`src/verilog/madc_regs.vh`:
```
// Register map, field positions and constants of the monitor converter sequencer
`ifndef MADC_REGS_VH
`define MADC_REGS_VH

// Register offsets
`define MADC_RESULT_HIGH_ADDR     8'h07
`define MADC_RESULT_LOW_ADDR      8'h08
`define MADC_CONTROL_ADDR         8'h09
`define MADC_CHAN_STATUS_ADDR     8'h0A

// Control register fields
`define MADC_CTRL_ENABLE_BIT      0
`define MADC_CTRL_ONE_SHOT_BIT    1
`define MADC_CTRL_SCAN_BIT        2
`define MADC_CTRL_BUF_DIS_BIT     3
`define MADC_CTRL_RESET           8'h00

// Channel select and status fields
`define MADC_CONV_SEL_LSB         0
`define MADC_READ_SEL_LSB         3
`define MADC_READY_BIT            7
`define MADC_CHAN_RESET           8'h00
`define MADC_SEL_RESET            3'h0
`define MADC_RDATA_RESET          8'h00

// Channel codes
`define MADC_CH_OUT_CURRENT       3'h0
`define MADC_CH_OUT_VOLTAGE       3'h1
`define MADC_CH_IN_VOLTAGE        3'h2
`define MADC_CH_IN_CURRENT        3'h3
`define MADC_CH_UNUSED            3'h4
`define MADC_CH_DIE_TEMP          3'h5
`define MADC_CH_EXT_INPUT         3'h6
`define MADC_CH_LAST              3'h6

// Result slice placement
`define MADC_HIGH_MSB             11
`define MADC_HIGH_LSB             4
`define MADC_LOW_MSB              3
`define MADC_LOW_LSB              0

`endif

```
`src/verilog/madc_sequencer.v`:
```
// Monitor converter sequencer: register file, single-shot and polling control
`timescale 1ns/1ps
`include "madc_regs.vh"

// Host register view:
//   0x07 selected result bits 11..4
//   0x08 selected result bits 3..0 in the upper nibble
//   0x09 enable, one-shot, scan and buffer disable in bits 0 to 3
//   0x0A conversion select, read select, ready flag in bit 7
// The analog converter sits outside: it answers each start pulse with
// a one-cycle done pulse and the raw code on the same cycle.
// Read select code 7 names no channel and reads zero.

module madc_sequencer #(
  parameter DATA_W = 12,                 // Converter resolution
  parameter NCHAN  = 7                   // Multiplexed channel count
) (
  input  wire              clk,
  input  wire              reset_n,
  input  wire              regWrite,     // One-cycle register write strobe
  input  wire              regRead,      // One-cycle register read strobe
  input  wire [7:0]        regAddr,
  input  wire [7:0]        regWdata,
  output reg  [7:0]        regRdata,     // Read data, valid cycle after regRead
  output reg               convStart,    // Pulse: start one conversion
  output reg  [2:0]        muxChannel,   // Analog input selection
  output reg               inputBufferDisable,
  input  wire              convDone,     // Pulse: conversion finished
  input  wire [DATA_W-1:0] convData,     // Raw code with convDone
  output reg               interrupt_out_n
);

  // Sequencer states
  localparam ST_IDLE = 2'b00;            // Waiting for enable
  localparam ST_CONV = 2'b01;            // Conversion in flight
  localparam ST_NEXT = 2'b10;            // Polling: advance channel

  // Per-channel result storage, indexed by channel code
  reg  [DATA_W-1:0] result [0:NCHAN-1];
  reg  [7:0]        control;             // Converter control register
  reg  [2:0]        conversionChannelSelect;
  reg  [2:0]        readChannelSelect;
  reg               dataReady;           // Sticky completion flag
  reg  [1:0]        state;
  // Control register fields
  wire              enable   = control[`MADC_CTRL_ENABLE_BIT];
  wire              oneShot  = control[`MADC_CTRL_ONE_SHOT_BIT];
  wire              scan     = control[`MADC_CTRL_SCAN_BIT];
  wire              isResult;
  wire [DATA_W-1:0] selected;            // Result picked by the read select
  wire              writeControl;        // Host write to control register
  wire              writeChannels;       // Host write to select register
  wire              lastChannel;         // Conversion in flight is the last code

  // Address is a result register
  function isResultAddr;
    input [7:0] a;
    begin
      isResultAddr = (a == `MADC_RESULT_HIGH_ADDR) || (a == `MADC_RESULT_LOW_ADDR);
    end
  endfunction

  assign isResult = regRead && isResultAddr(regAddr);

  // Write decodes shared by the register processes
  assign writeControl  = regWrite && (regAddr == `MADC_CONTROL_ADDR);
  assign writeChannels = regWrite && (regAddr == `MADC_CHAN_STATUS_ADDR);
  // Polling wraps back to channel zero after this code
  assign lastChannel   = (muxChannel == `MADC_CH_LAST);

  // Seven-to-one result selector; unused code 7 reads zero
  assign selected = (readChannelSelect <= `MADC_CH_LAST) ?
                    result[readChannelSelect] : {DATA_W{1'b0}};

  // Result storage, written only by completed conversions
  // Each slot loads only while its own channel is in flight
  genvar g;
  generate
    for (g = 0; g < NCHAN; g = g + 1)
    begin : gResult
      always @(posedge clk or negedge reset_n)
      begin
        if (!reset_n)
          result[g] <= {DATA_W{1'b0}};
        else if (convDone && state == ST_CONV && muxChannel == g)
          result[g] <= convData;
      end
    end
  endgenerate

  // Register reads, selected result split over two registers
  always @(posedge clk or negedge reset_n)
  begin
    if (!reset_n)
      regRdata <= `MADC_RDATA_RESET;
    else if (regRead)
    begin
      // Status read leaves the ready flag untouched
      case (regAddr)
        `MADC_RESULT_HIGH_ADDR: regRdata <= selected[`MADC_HIGH_MSB:`MADC_HIGH_LSB];
        `MADC_RESULT_LOW_ADDR:  regRdata <= {selected[`MADC_LOW_MSB:`MADC_LOW_LSB], 4'h0};
        `MADC_CONTROL_ADDR:     regRdata <= control;
        `MADC_CHAN_STATUS_ADDR: regRdata <= {dataReady, 1'b0, readChannelSelect,
                                             conversionChannelSelect};
        default:                regRdata <= 8'h00;  // Unmapped reads zero
      endcase
    end
  end

  // Channel select register, writable part
  always @(posedge clk or negedge reset_n)
  begin
    if (!reset_n)
    begin
      conversionChannelSelect <= `MADC_SEL_RESET;
      readChannelSelect       <= `MADC_SEL_RESET;
    end
    // Bits 7:6 are read-only: ready flag and a zero
    else if (writeChannels)
    begin
      conversionChannelSelect <= regWdata[`MADC_CONV_SEL_LSB +: 3];
      readChannelSelect       <= regWdata[`MADC_READ_SEL_LSB +: 3];
    end
  end

  // Sequencer: control register, enable self-clear, ready, interrupt
  // A completion and a result read may land in one cycle; the later
  // assignments below let the completion win so no result goes unseen.
  // Clearing enable in polling stops only after the running conversion.
  always @(posedge clk or negedge reset_n)
  begin
    if (!reset_n)
    begin
      control            <= `MADC_CTRL_RESET;
      state              <= ST_IDLE;
      convStart          <= 1'b0;
      muxChannel         <= `MADC_CH_OUT_CURRENT;
      inputBufferDisable <= 1'b0;
      dataReady          <= 1'b0;
      interrupt_out_n    <= 1'b1;       // Idle high, nothing pending
    end
    else
    begin
      convStart <= 1'b0;
      inputBufferDisable <= control[`MADC_CTRL_BUF_DIS_BIT];
      // Result read releases interrupt and ready
      if (isResult)
      begin
        interrupt_out_n <= 1'b1;
        dataReady       <= 1'b0;
      end
      if (writeControl)
        control <= regWdata;
      case (state)
        ST_IDLE:
        begin
          if (enable && (oneShot || scan))
          begin
            muxChannel <= oneShot ? conversionChannelSelect : `MADC_CH_OUT_CURRENT;
            convStart  <= 1'b1;
            state      <= ST_CONV;
          end
          // Enable with neither mode bit set stays idle
        end
        ST_CONV:
        begin
          // No timeout: waits as long as the converter needs
          if (convDone)
          begin
            if (oneShot)
            begin
              // Completion wins over a same-cycle result read
              dataReady       <= 1'b1;
              interrupt_out_n <= 1'b0;
              control[`MADC_CTRL_ENABLE_BIT] <= 1'b0;
              state <= ST_IDLE;
            end
            else if (lastChannel)
            begin
              // Whole sweep done; no interrupt in polling
              dataReady <= 1'b1;
              state     <= ST_NEXT;
            end
            else
              state <= ST_NEXT;          // More channels left in this sweep
          end
        end
        ST_NEXT:
        begin
          // Continue while enabled, else stop after this channel
          if (enable && scan)
          begin
            muxChannel <= lastChannel ? `MADC_CH_OUT_CURRENT
                          : muxChannel + 3'h1;
            convStart  <= 1'b1;
            state      <= ST_CONV;
          end
          else
            state <= ST_IDLE;
        end
        default:
          state <= ST_IDLE;
      endcase
    end
  end

endmodule

```
`config.mk`:
```
export PLATFORM = sky130hd
export DESIGN_NAME = madc_sequencer
export DESIGN_NICKNAME = d
export VERILOG_FILES = /design/src/verilog/madc_sequencer.v
export VERILOG_INCLUDE_DIRS = /design/src /design/src/verilog
export SDC_FILE = /design/constraint.sdc
export NUM_CORES = 1
export LEC_CHECK = 0
export BUFFER_PORTS_ARGS = -buffer_cell sky130_fd_sc_hd__buf_2
export CAP_MARGIN = 15
export CORE_ASPECT_RATIO = 1.25
export CORE_MARGIN = 8
export CORE_UTILIZATION = 40
export CTS_BUF_LIST = sky130_fd_sc_hd__clkbuf_8
export DETAILED_ROUTE_END_ITERATION = 8
export PLACE_DENSITY = 0.68
export SYNTH_ARGS = -nofsm -noshare
export SYNTH_HDL_FRONTEND = slang
export SYNTH_SLANG_ARGS = --single-unit
```
`constraint.sdc`:
```
create_clock -name clk -period 2.2 [get_ports clk]
set_input_delay 0.22 -clock clk [delete_from_list [all_inputs] [get_ports clk]]
set_output_delay 0.22 -clock clk [all_outputs]
set_load 0.03 [all_outputs]
```
==> insert_results.sql, run 1 <==
INSERT INTO impl_metrics (metric_group, metric, value, unit) VALUES
('worst_setup_path', 'cp_data_required_time', '2500', 'ps'),
('power', 'share_comb_of_total_power', '7.1', '%'),
('placed_design', 'detailed_place_hpwl', '8360', 'µm'),
('drt', 'drtIter0Drc', '247', ''),
('power', 'internal_power', '3.53', 'mW'),
('cells_and_area', 'layout.nets', '498', ''),
('yosys', 'ys_seq_elements', '115', ''),
('sta', 'timing.final.crit_period', '1910', 'ps'),
('yosys', 'synthesis.nets', '435', ''),
('sta', 'finalHoldViolations', '0', ''),
('yosys', 'async_reset_ff_share', '100', '%'),
('yosys', 'synth-edff-count', '0', ''),
('clock_tree', 'post_cts.repair.setup_buffers', '0', ''),
('die', 'initial_core_utilization', '40.5', '%'),
('cells_and_area', 'syn2layout_area_growth', '17.1', '%'),
('worst_setup_path', 'cp-end-kind', 'flop', ''),
('drt', 'postRouteAntennaNets', '0', ''),
('power', 'p_leak', '2.96', 'nW'),
('worst_setup_path', 'criticalPathCategory', 'reg2reg', ''),
('power', 'max-vdd-ir-drop', '0.341', 'mV'),
('clock_tree', 'cts_made_buffers', '17', ''),
('yosys', 'synth.yosys.warnings', '0', ''),
('global_routing', 'grt_start_max_net_pins', '50', ''),
('clock_tree', 'h-tree-depth', '4', ''),
('yosys', 'netlist_area_before_placement', '5310', 'µm²'),
('cells_and_area', 'antenna_cells', '0', ''),
('drt', 'postRouteWirelength', '12000', 'µm'),
('power', 'p_total', '4.53', 'mW'),
('cells_and_area', 'postLayoutCoreUtil', '47.4', '%'),
('worst_setup_path', 'crit-reg2reg-capture', 'result[31]$_DFFE_PN0P_', ''),
('power', 'power.share.switching', '22.1', '%'),
('die', 'placementRows', '47', ''),
('hold_path', 'hp-class', 'in2reg', ''),
('hold_path', 'hold_endpoint', 'state[0]$_DFFE_PN0P_', ''),
('outcome', 'run_status', 'complete, no violations', ''),
('clock_tree', 'cts.root.buffer_cell', 'sky130_fd_sc_hd__clkbuf_8', ''),
('drt', 'maxUsedRoutingLayer', 'met5', ''),
('die', 'die_area', '17200', 'µm²'),
('sta', 'maxSlewHeadroom', '58.7', '%'),
('worst_setup_path', 'cp_slowest_stage_delay', '640', 'ps'),
('yosys', 'synth_top_flop_cell', 'sky130_fd_sc_hd__dfrtp_1', ''),
('die', 'top_level_ports', '47', ''),
('power', 'power.density', '728', 'nW/µm²'),
('cells_and_area', 'post_layout_nonfiller_instances', '645', ''),
('yosys', 'seq_total_area_yosys', '54.2', '%'),
('power', 'clock_power_share', '43.9', '%'),
('yosys', 'synth_largest_type_area_fraction', '53.7', '%'),
('sta', 'least_setup_slack_across_all_paths_after_layout', '292', 'ps'),
('drt', 'via_count', '3505', ''),
('yosys', 'synth.largest_area_cell', 'sky130_fd_sc_hd__dfrtp_1', ''),
('clock_tree', 'tritoncts', 'built', ''),
('global_routing', 'vias_in_the_first_global_route', '3778', ''),
('drt', 'viasPerCell', '5.43', ''),
('drt', 'routed-wl-met3', '607', 'µm'),
('drt', 'routed_wire_length_on_met2', '5930', 'µm'),
('worst_setup_path', 'cp.buffers_inverters', '0', ''),
('clock_tree', 'clock_sink_count', '115', ''),
('worst_setup_path', 'worst_ep_arrival_time', '2210', 'ps'),
('hold_path', 'min_from', 'convDone', ''),
('yosys', 'average_cell_area_after_synthesis', '13.2', 'µm²'),
('cells_and_area', 'drive_above_1_share', '41.4', '%'),
('sta', 'setup_viol_count_final', '0', ''),
('sta', 'rsz0062_at_grt', 'no', ''),
('clock_tree', 'cts_resized', '0', ''),
('placed_design', 'post-place-ws', '310', 'ps'),
('sta', 'achievable-frequency', '524', 'MHz'),
('yosys', 'synth.top_cells.by_area', 'sky130_fd_sc_hd__dfrtp_1 54%, sky130_fd_sc_hd__mux2_2 17%, sky130_fd_sc_hd__mux4_2 3.8%', ''),
('sta', 'worstMarginPinSlew', '619', 'ps'),
('drt', 'post_drt_wl_per_cell', '18.5', 'µm'),
('clock_tree', 'clock_latency', '420', 'ps'),
('worst_setup_path', 'worst-r2r-cell-count', '3', '');
## synth_stat cells, drive strengths merged (6+ instances only)
cell and n:
o221ai 8, nand3 6, mux4 9, nor3 7
mux2 89, mux2i 19, o21ai 18, clkbuf 8
dfrtp 114, buf 14, nor2 12, nor2b 7
inv 13, nand2 18, a22oi 11
## power by group through the flow
| stage | Sequential [mW] | Clock (mW) | Combinational [mW] |
|---|---|---|---|
| after floorplan | 2.25 | 0 | 0.171 |
| after global routing | 2.23 | 2.13 | 0.357 |
| after detailed placement | 2.26 | 0 | 0.324 |
| final | 2.22 | 1.99 | 0.321 |
| after CTS | 2.22 | 2.03 | 0.327 |
| after global placement | 2.25 | 0 | 0.315 |
## registers in the layout (all words and copies together) (netlist names)
signal,count
result,84
control,8
regRdata,8
conversionChannelSelect,3
muxChannel,3
readChannelSelect,3
state,2
convStart,1
dataReady,1
inputBufferDisable,1
interrupt_out_n,1
## logic make-up after synthesis
logic type	count (synthesis)	share of synthesized area, %
buffers and inverters	36	3.18
muxes	117	27.0
adders and majority gates	1	0.236
and+or+nand+nor	69	6.95
AOI/OAI and AO/OA	63	8.46
DFF	115	54.2
## placed cells by master (no fill, tap or decap), types with 11 or more instances in the layout
| cell type | instances |
|---|---|
| sky130_fd_sc_hd__a22oi_1 | 11 |
| sky130_fd_sc_hd__buf_2 | 45 |
| sky130_fd_sc_hd__buf_4 | 19 |
| sky130_fd_sc_hd__clkbuf_8 | 21 |
| sky130_fd_sc_hd__dfrtp_1 | 114 |
| sky130_fd_sc_hd__inv_1 | 15 |
| sky130_fd_sc_hd__mux2_2 | 79 |
| sky130_fd_sc_hd__mux2i_1 | 19 |
| sky130_fd_sc_hd__nand2_1 | 18 |
| sky130_fd_sc_hd__nor2_1 | 12 |
| sky130_fd_sc_hd__o21ai_0 | 17 |
## layout make-up
| cell class | instances | area share [%] |
|---|---|---|
| flip-flops and latches | 115 | 46.3 |
| multi-input cells | 250 | 36.6 |
| repair buffers | 66 | 6.40 |
| clock buffers | 21 | 4.65 |
| well taps | 171 | 3.44 |
| clock inverters | 8 | 1.79 |
| inverters | 14 | 0.845 |
## how the worst max path moves through the flow
| stage | start | end | slack, ps | depth (start not counted) |
|---|---|---|---|---|
| floorplan | muxChannel[1]$_DFFE_PN0P_ | result[61]$_DFFE_PN0P_ | 370 | 4 |
| global route | muxChannel[0]$_DFFE_PN0P_ | result[30]$_DFFE_PN0P_ | 210 | 3 |
| global placement | muxChannel[0]$_DFFE_PN0P_ | result[28]$_DFFE_PN0P_ | 360 | 3 |
| detailed placement | muxChannel[0]$_DFFE_PN0P_ | result[33]$_DFFE_PN0P_ | 310 | 3 |
| finish | muxChannel[0]$_DFFE_PN0P_ | result[31]$_DFFE_PN0P_ | 290 | 3 |
| CTS | muxChannel[0]$_DFFE_PN0P_ | result[31]$_DFFE_PN0P_ | 290 | 3 |
## metal layers
metal,GRT usage [%],vias up
met5,0,-
met4,6.60,2
met3,4.85,23
met2,24.2,88
met1,17.5,1788
li1,-,1604
No activity file was read; power rests on OpenSTA's default activity.
==> inputs of run 2 (changes only) <==
--- a/config.mk
+++ b/config.mk
@@ -13,6 +13,7 @@
 export CORE_UTILIZATION = 40
 export CTS_BUF_LIST = sky130_fd_sc_hd__clkbuf_8
 export DETAILED_ROUTE_END_ITERATION = 8
+export MAX_ROUTING_LAYER = met4
 export PLACE_DENSITY = 0.68
 export SYNTH_ARGS = -nofsm -noshare
 export SYNTH_HDL_FRONTEND = slang
==> run 2 against run 1 <==
Compared with the run above:
- register-to-register slack barely moved
- routed wire length grew 0.28%
- critical path depth unchanged
- cell count rose by 0.16%
- clock skew down 0.81 ps
- core utilization about the same
- clock power about the same
- critical path type unchanged
- sequential share of layout area about the same
- die area is the same
- via count is 0.77% lower
==> insert_results.sql, run 2 (synthesized netlist as in run 1, its figures left out) <==
INSERT INTO impl_metrics (metric_group, metric, value, unit) VALUES
('sta', 'finalClockSkew', '10.1', 'ps'),
('cells_and_area', 'multi_input_area', '2270', 'µm²'),
('worst_setup_path', 'cp-end-kind', 'flop', ''),
('die', 'top_level_ports', '47', ''),
('power', 'power.density', '728', 'nW/µm²'),
('sta', 'worstMarginPinSlew', '610', 'ps'),
('clock_tree', 'clock_sink_count', '115', ''),
('power', 'net-switching-power', '1.00', 'mW'),
('drt', 'post_drt_wl_per_cell', '18.6', 'µm'),
('sta', 'rsz0062_at_grt', 'no', ''),
('cells_and_area', 'layout_top_registers', 'result x84, control x8, regRdata x8', ''),
('global_routing', 'vias_in_the_first_global_route', '3777', ''),
('global_routing', 'global_route_wire_length_before_repair', '19900', 'µm'),
('worst_setup_path', 'cp_data_required_time', '2510', 'ps'),
('power', 'p_leak', '2.96', 'nW'),
('placed_design', 'detailed_place_hpwl', '8360', 'µm'),
('job', 'timing.max_cap.violations', '0', ''),
('cells_and_area', 'postLayoutCoreUtil', '47.4', '%'),
('clock_tree', 'h-tree-depth', '4', ''),
('sta', 'finalHoldViolations', '0', ''),
('clock_tree', 'cts_resized', '0', ''),
('cells_and_area', 'layout.nets', '498', ''),
('clock_tree', 'ctsHoldBuffers', '1', ''),
('worst_setup_path', 'startpoint_type', 'flop', ''),
('die', 'die_area', '17200', 'µm²'),
('drt', 'drcViolationCount', '0', ''),
('power', 'clock_power_share', '43.9', '%'),
('cells_and_area', 'final_cell_mix', '114 x sky130_fd_sc_hd__dfrtp_1, 79 x sky130_fd_sc_hd__mux2_2, 45 x sky130_fd_sc_hd__buf_2, 21 x sky130_fd_sc_hd__clkbuf_8', ''),
('die', 'placementRows', '47', ''),
('power', 'power.share.switching', '22.1', '%'),
('sta', 'least_setup_slack_across_all_paths_after_layout', '294', 'ps'),
('global_routing', 'grt_use_total', '15.2', '%'),
('cells_and_area', 'syn2layout_area_growth', '17.1', '%'),
('die', 'initial_core_utilization', '40.5', '%'),
('drt', 'viasPerCell', '5.38', ''),
('cells_and_area', 'drive_above_1_share', '41.4', '%'),
('placed_design', 'gpl_congestion', '0.835', ''),
('power', 'max-vdd-ir-drop', '0.345', 'mV'),
('clock_tree', 'clk_path_buf_depth', '2', ''),
('drt', 'postRouteWirelength', '12000', 'µm'),
('sta', 'setup_viol_count_final', '0', ''),
('drt', 'via_count', '3478', ''),
('cells_and_area', 'layout_commonest_cell', 'sky130_fd_sc_hd__dfrtp_1', ''),
('hold_path', 'hp-class', 'in2reg', ''),
('worst_setup_path', 'worst_ep_arrival_time', '2210', 'ps'),
('cells_and_area', 'registers.top_by_ff_count', 'result', ''),
('power', 'internal_power', '3.53', 'mW'),
('clock_tree', 'cts_made_buffers', '17', ''),
('sta', 'achievable-frequency', '525', 'MHz'),
('global_routing', 'grt_start_max_net_pins', '50', ''),
('power', 'share_comb_of_total_power', '7.1', '%'),
('power', 'p_seq_share', '49.0', '%'),
('sta', 'final_max_slew_viol_count', '0', ''),
('clock_tree', 'cts.root.buffer_cell', 'sky130_fd_sc_hd__clkbuf_8', ''),
('sta', 'maxSlewHeadroom', '59.3', '%'),
('worst_setup_path', 'path_max_fanout', '12', ''),
('global_routing', 'number_of_antenna_violations_at_the_first_check_in_global_routing', '1', ''),
('cells_and_area', 'layout.area.seq', '2880', 'µm²'),
('cells_and_area', 'fillerInstances', '1189', ''),
('die', 'die_h', '145', 'µm'),
('placed_design', 'post-place-ws', '310', 'ps'),
('die', 'core-area', '13100', 'µm²'),
('sta', 'final_min_period_over_clock_period', '86.6', '%'),
('drt', 'drtIter0Drc', '233', ''),
('clock_tree', 'tritoncts', 'built', ''),
('drt', 'firstDrtPassIters', '4', ''),
('clock_tree', 'clock_latency', '430', 'ps'),
('die', 'floorplan.die.width', '119', 'µm'),
('global_routing', 'gr-total-overflow', '0', ''),
('sta', 'fin_tns_setup', '0', 'ps'),
('clock_tree', 'path_clk_slew', '70', 'ps'),
('clock_tree', 'post_cts.repair.setup_buffers', '0', ''),
('cells_and_area', 'largest_register_ff_count', '84', ''),
('drt', 'postRouteAntennaNets', '0', ''),
('placed_design', 'numPortBuffers', '46', ''),
('outcome', 'run_status', 'complete, no violations', ''),
('worst_setup_path', 'criticalPathCategory', 'reg2reg', ''),
('sta', 'timing.final.crit_period', '1910', 'ps');
-- run 2: cell count changes in the layout (fill, tap and decap cells not counted) --
cell / change
sky130_fd_sc_hd__diode_2: +1
-- run 2: per-layer routing --
| metal | share of wire (%) | wire, µm | global-route usage (%) | vias to the layer above |
|---|---|---|---|---|
| met3 | 4.8 | 579 | 4.77 | 17 |
| met2 | 49 | 5940 | 24.2 | 82 |
| met1 | 43 | 5170 | 17.5 | 1776 |
| li1 | - | - | - | 1603 |
| met4 | 2.6 | 312 | 6.60 | 0 |
| met5 | 0 | 0 | - | - |
-- run 2: stage by stage --
step	instance area, µm²	power [mW]	hold WS [ps]	cells
after floorplan	5310	2.42	-75.6	401
after detailed placement	5810	2.58	228	615
final	6220	4.53	22.5	646
after CTS	6220	4.57	8.06	645
after global placement	5810	2.57	223	615
after global routing	6220	4.71	13.2	646
-- run 2: path summary, 6_finish.rpt --
check,from,endpoint,slack [ps],depth (start not counted)
setup / recovery,muxChannel[0]$_DFFE_PN0P_,result[31]$_DFFE_PN0P_,290,3
hold / removal,convDone,state[0]$_DFFE_PN0P_,20,2
setup reg to reg,muxChannel[0]$_DFFE_PN0P_,result[31]$_DFFE_PN0P_,290,3
hold reg to reg,control[3]$_DFFE_PN0N_,inputBufferDisable$_DFF_PN0_,410,0
max in group asynchronous,reset_n,interrupt_out_n$_DFF_PN1_,1220,3
min in group asynchronous,reset_n,result[61]$_DFFE_PN0P_,310,2
-- run 2: layout make-up --
cell class	count	share of cell area (%)
Sequential cell	115	46.3
Multi-Input combinational cell	250	36.6
Timing Repair Buffer	66	6.40
Clock buffer	21	4.65
Tap cell	171	3.44
Clock inverter	8	1.79
Inverter	14	0.845
Antenna cell	1	0.0402
-- run 2: worst max-delay path: stages, from the launching register on --
cell and delay, ps:
sky130_fd_sc_hd__dfrtp_1 450, sky130_fd_sc_hd__nand4bb_1 320, sky130_fd_sc_hd__or3_1 640, sky130_fd_sc_hd__mux2_2 370
-- run 2: power groups by stage --
stage | logic [mW] | clock network (mW) | registers, mW
floorplan | 0.171 | 0 | 2.25
global placement | 0.315 | 0 | 2.25
detailed placement | 0.324 | 0 | 2.26
CTS | 0.327 | 2.03 | 2.22
global route | 0.357 | 2.13 | 2.23
finish | 0.322 | 1.99 | 2.22
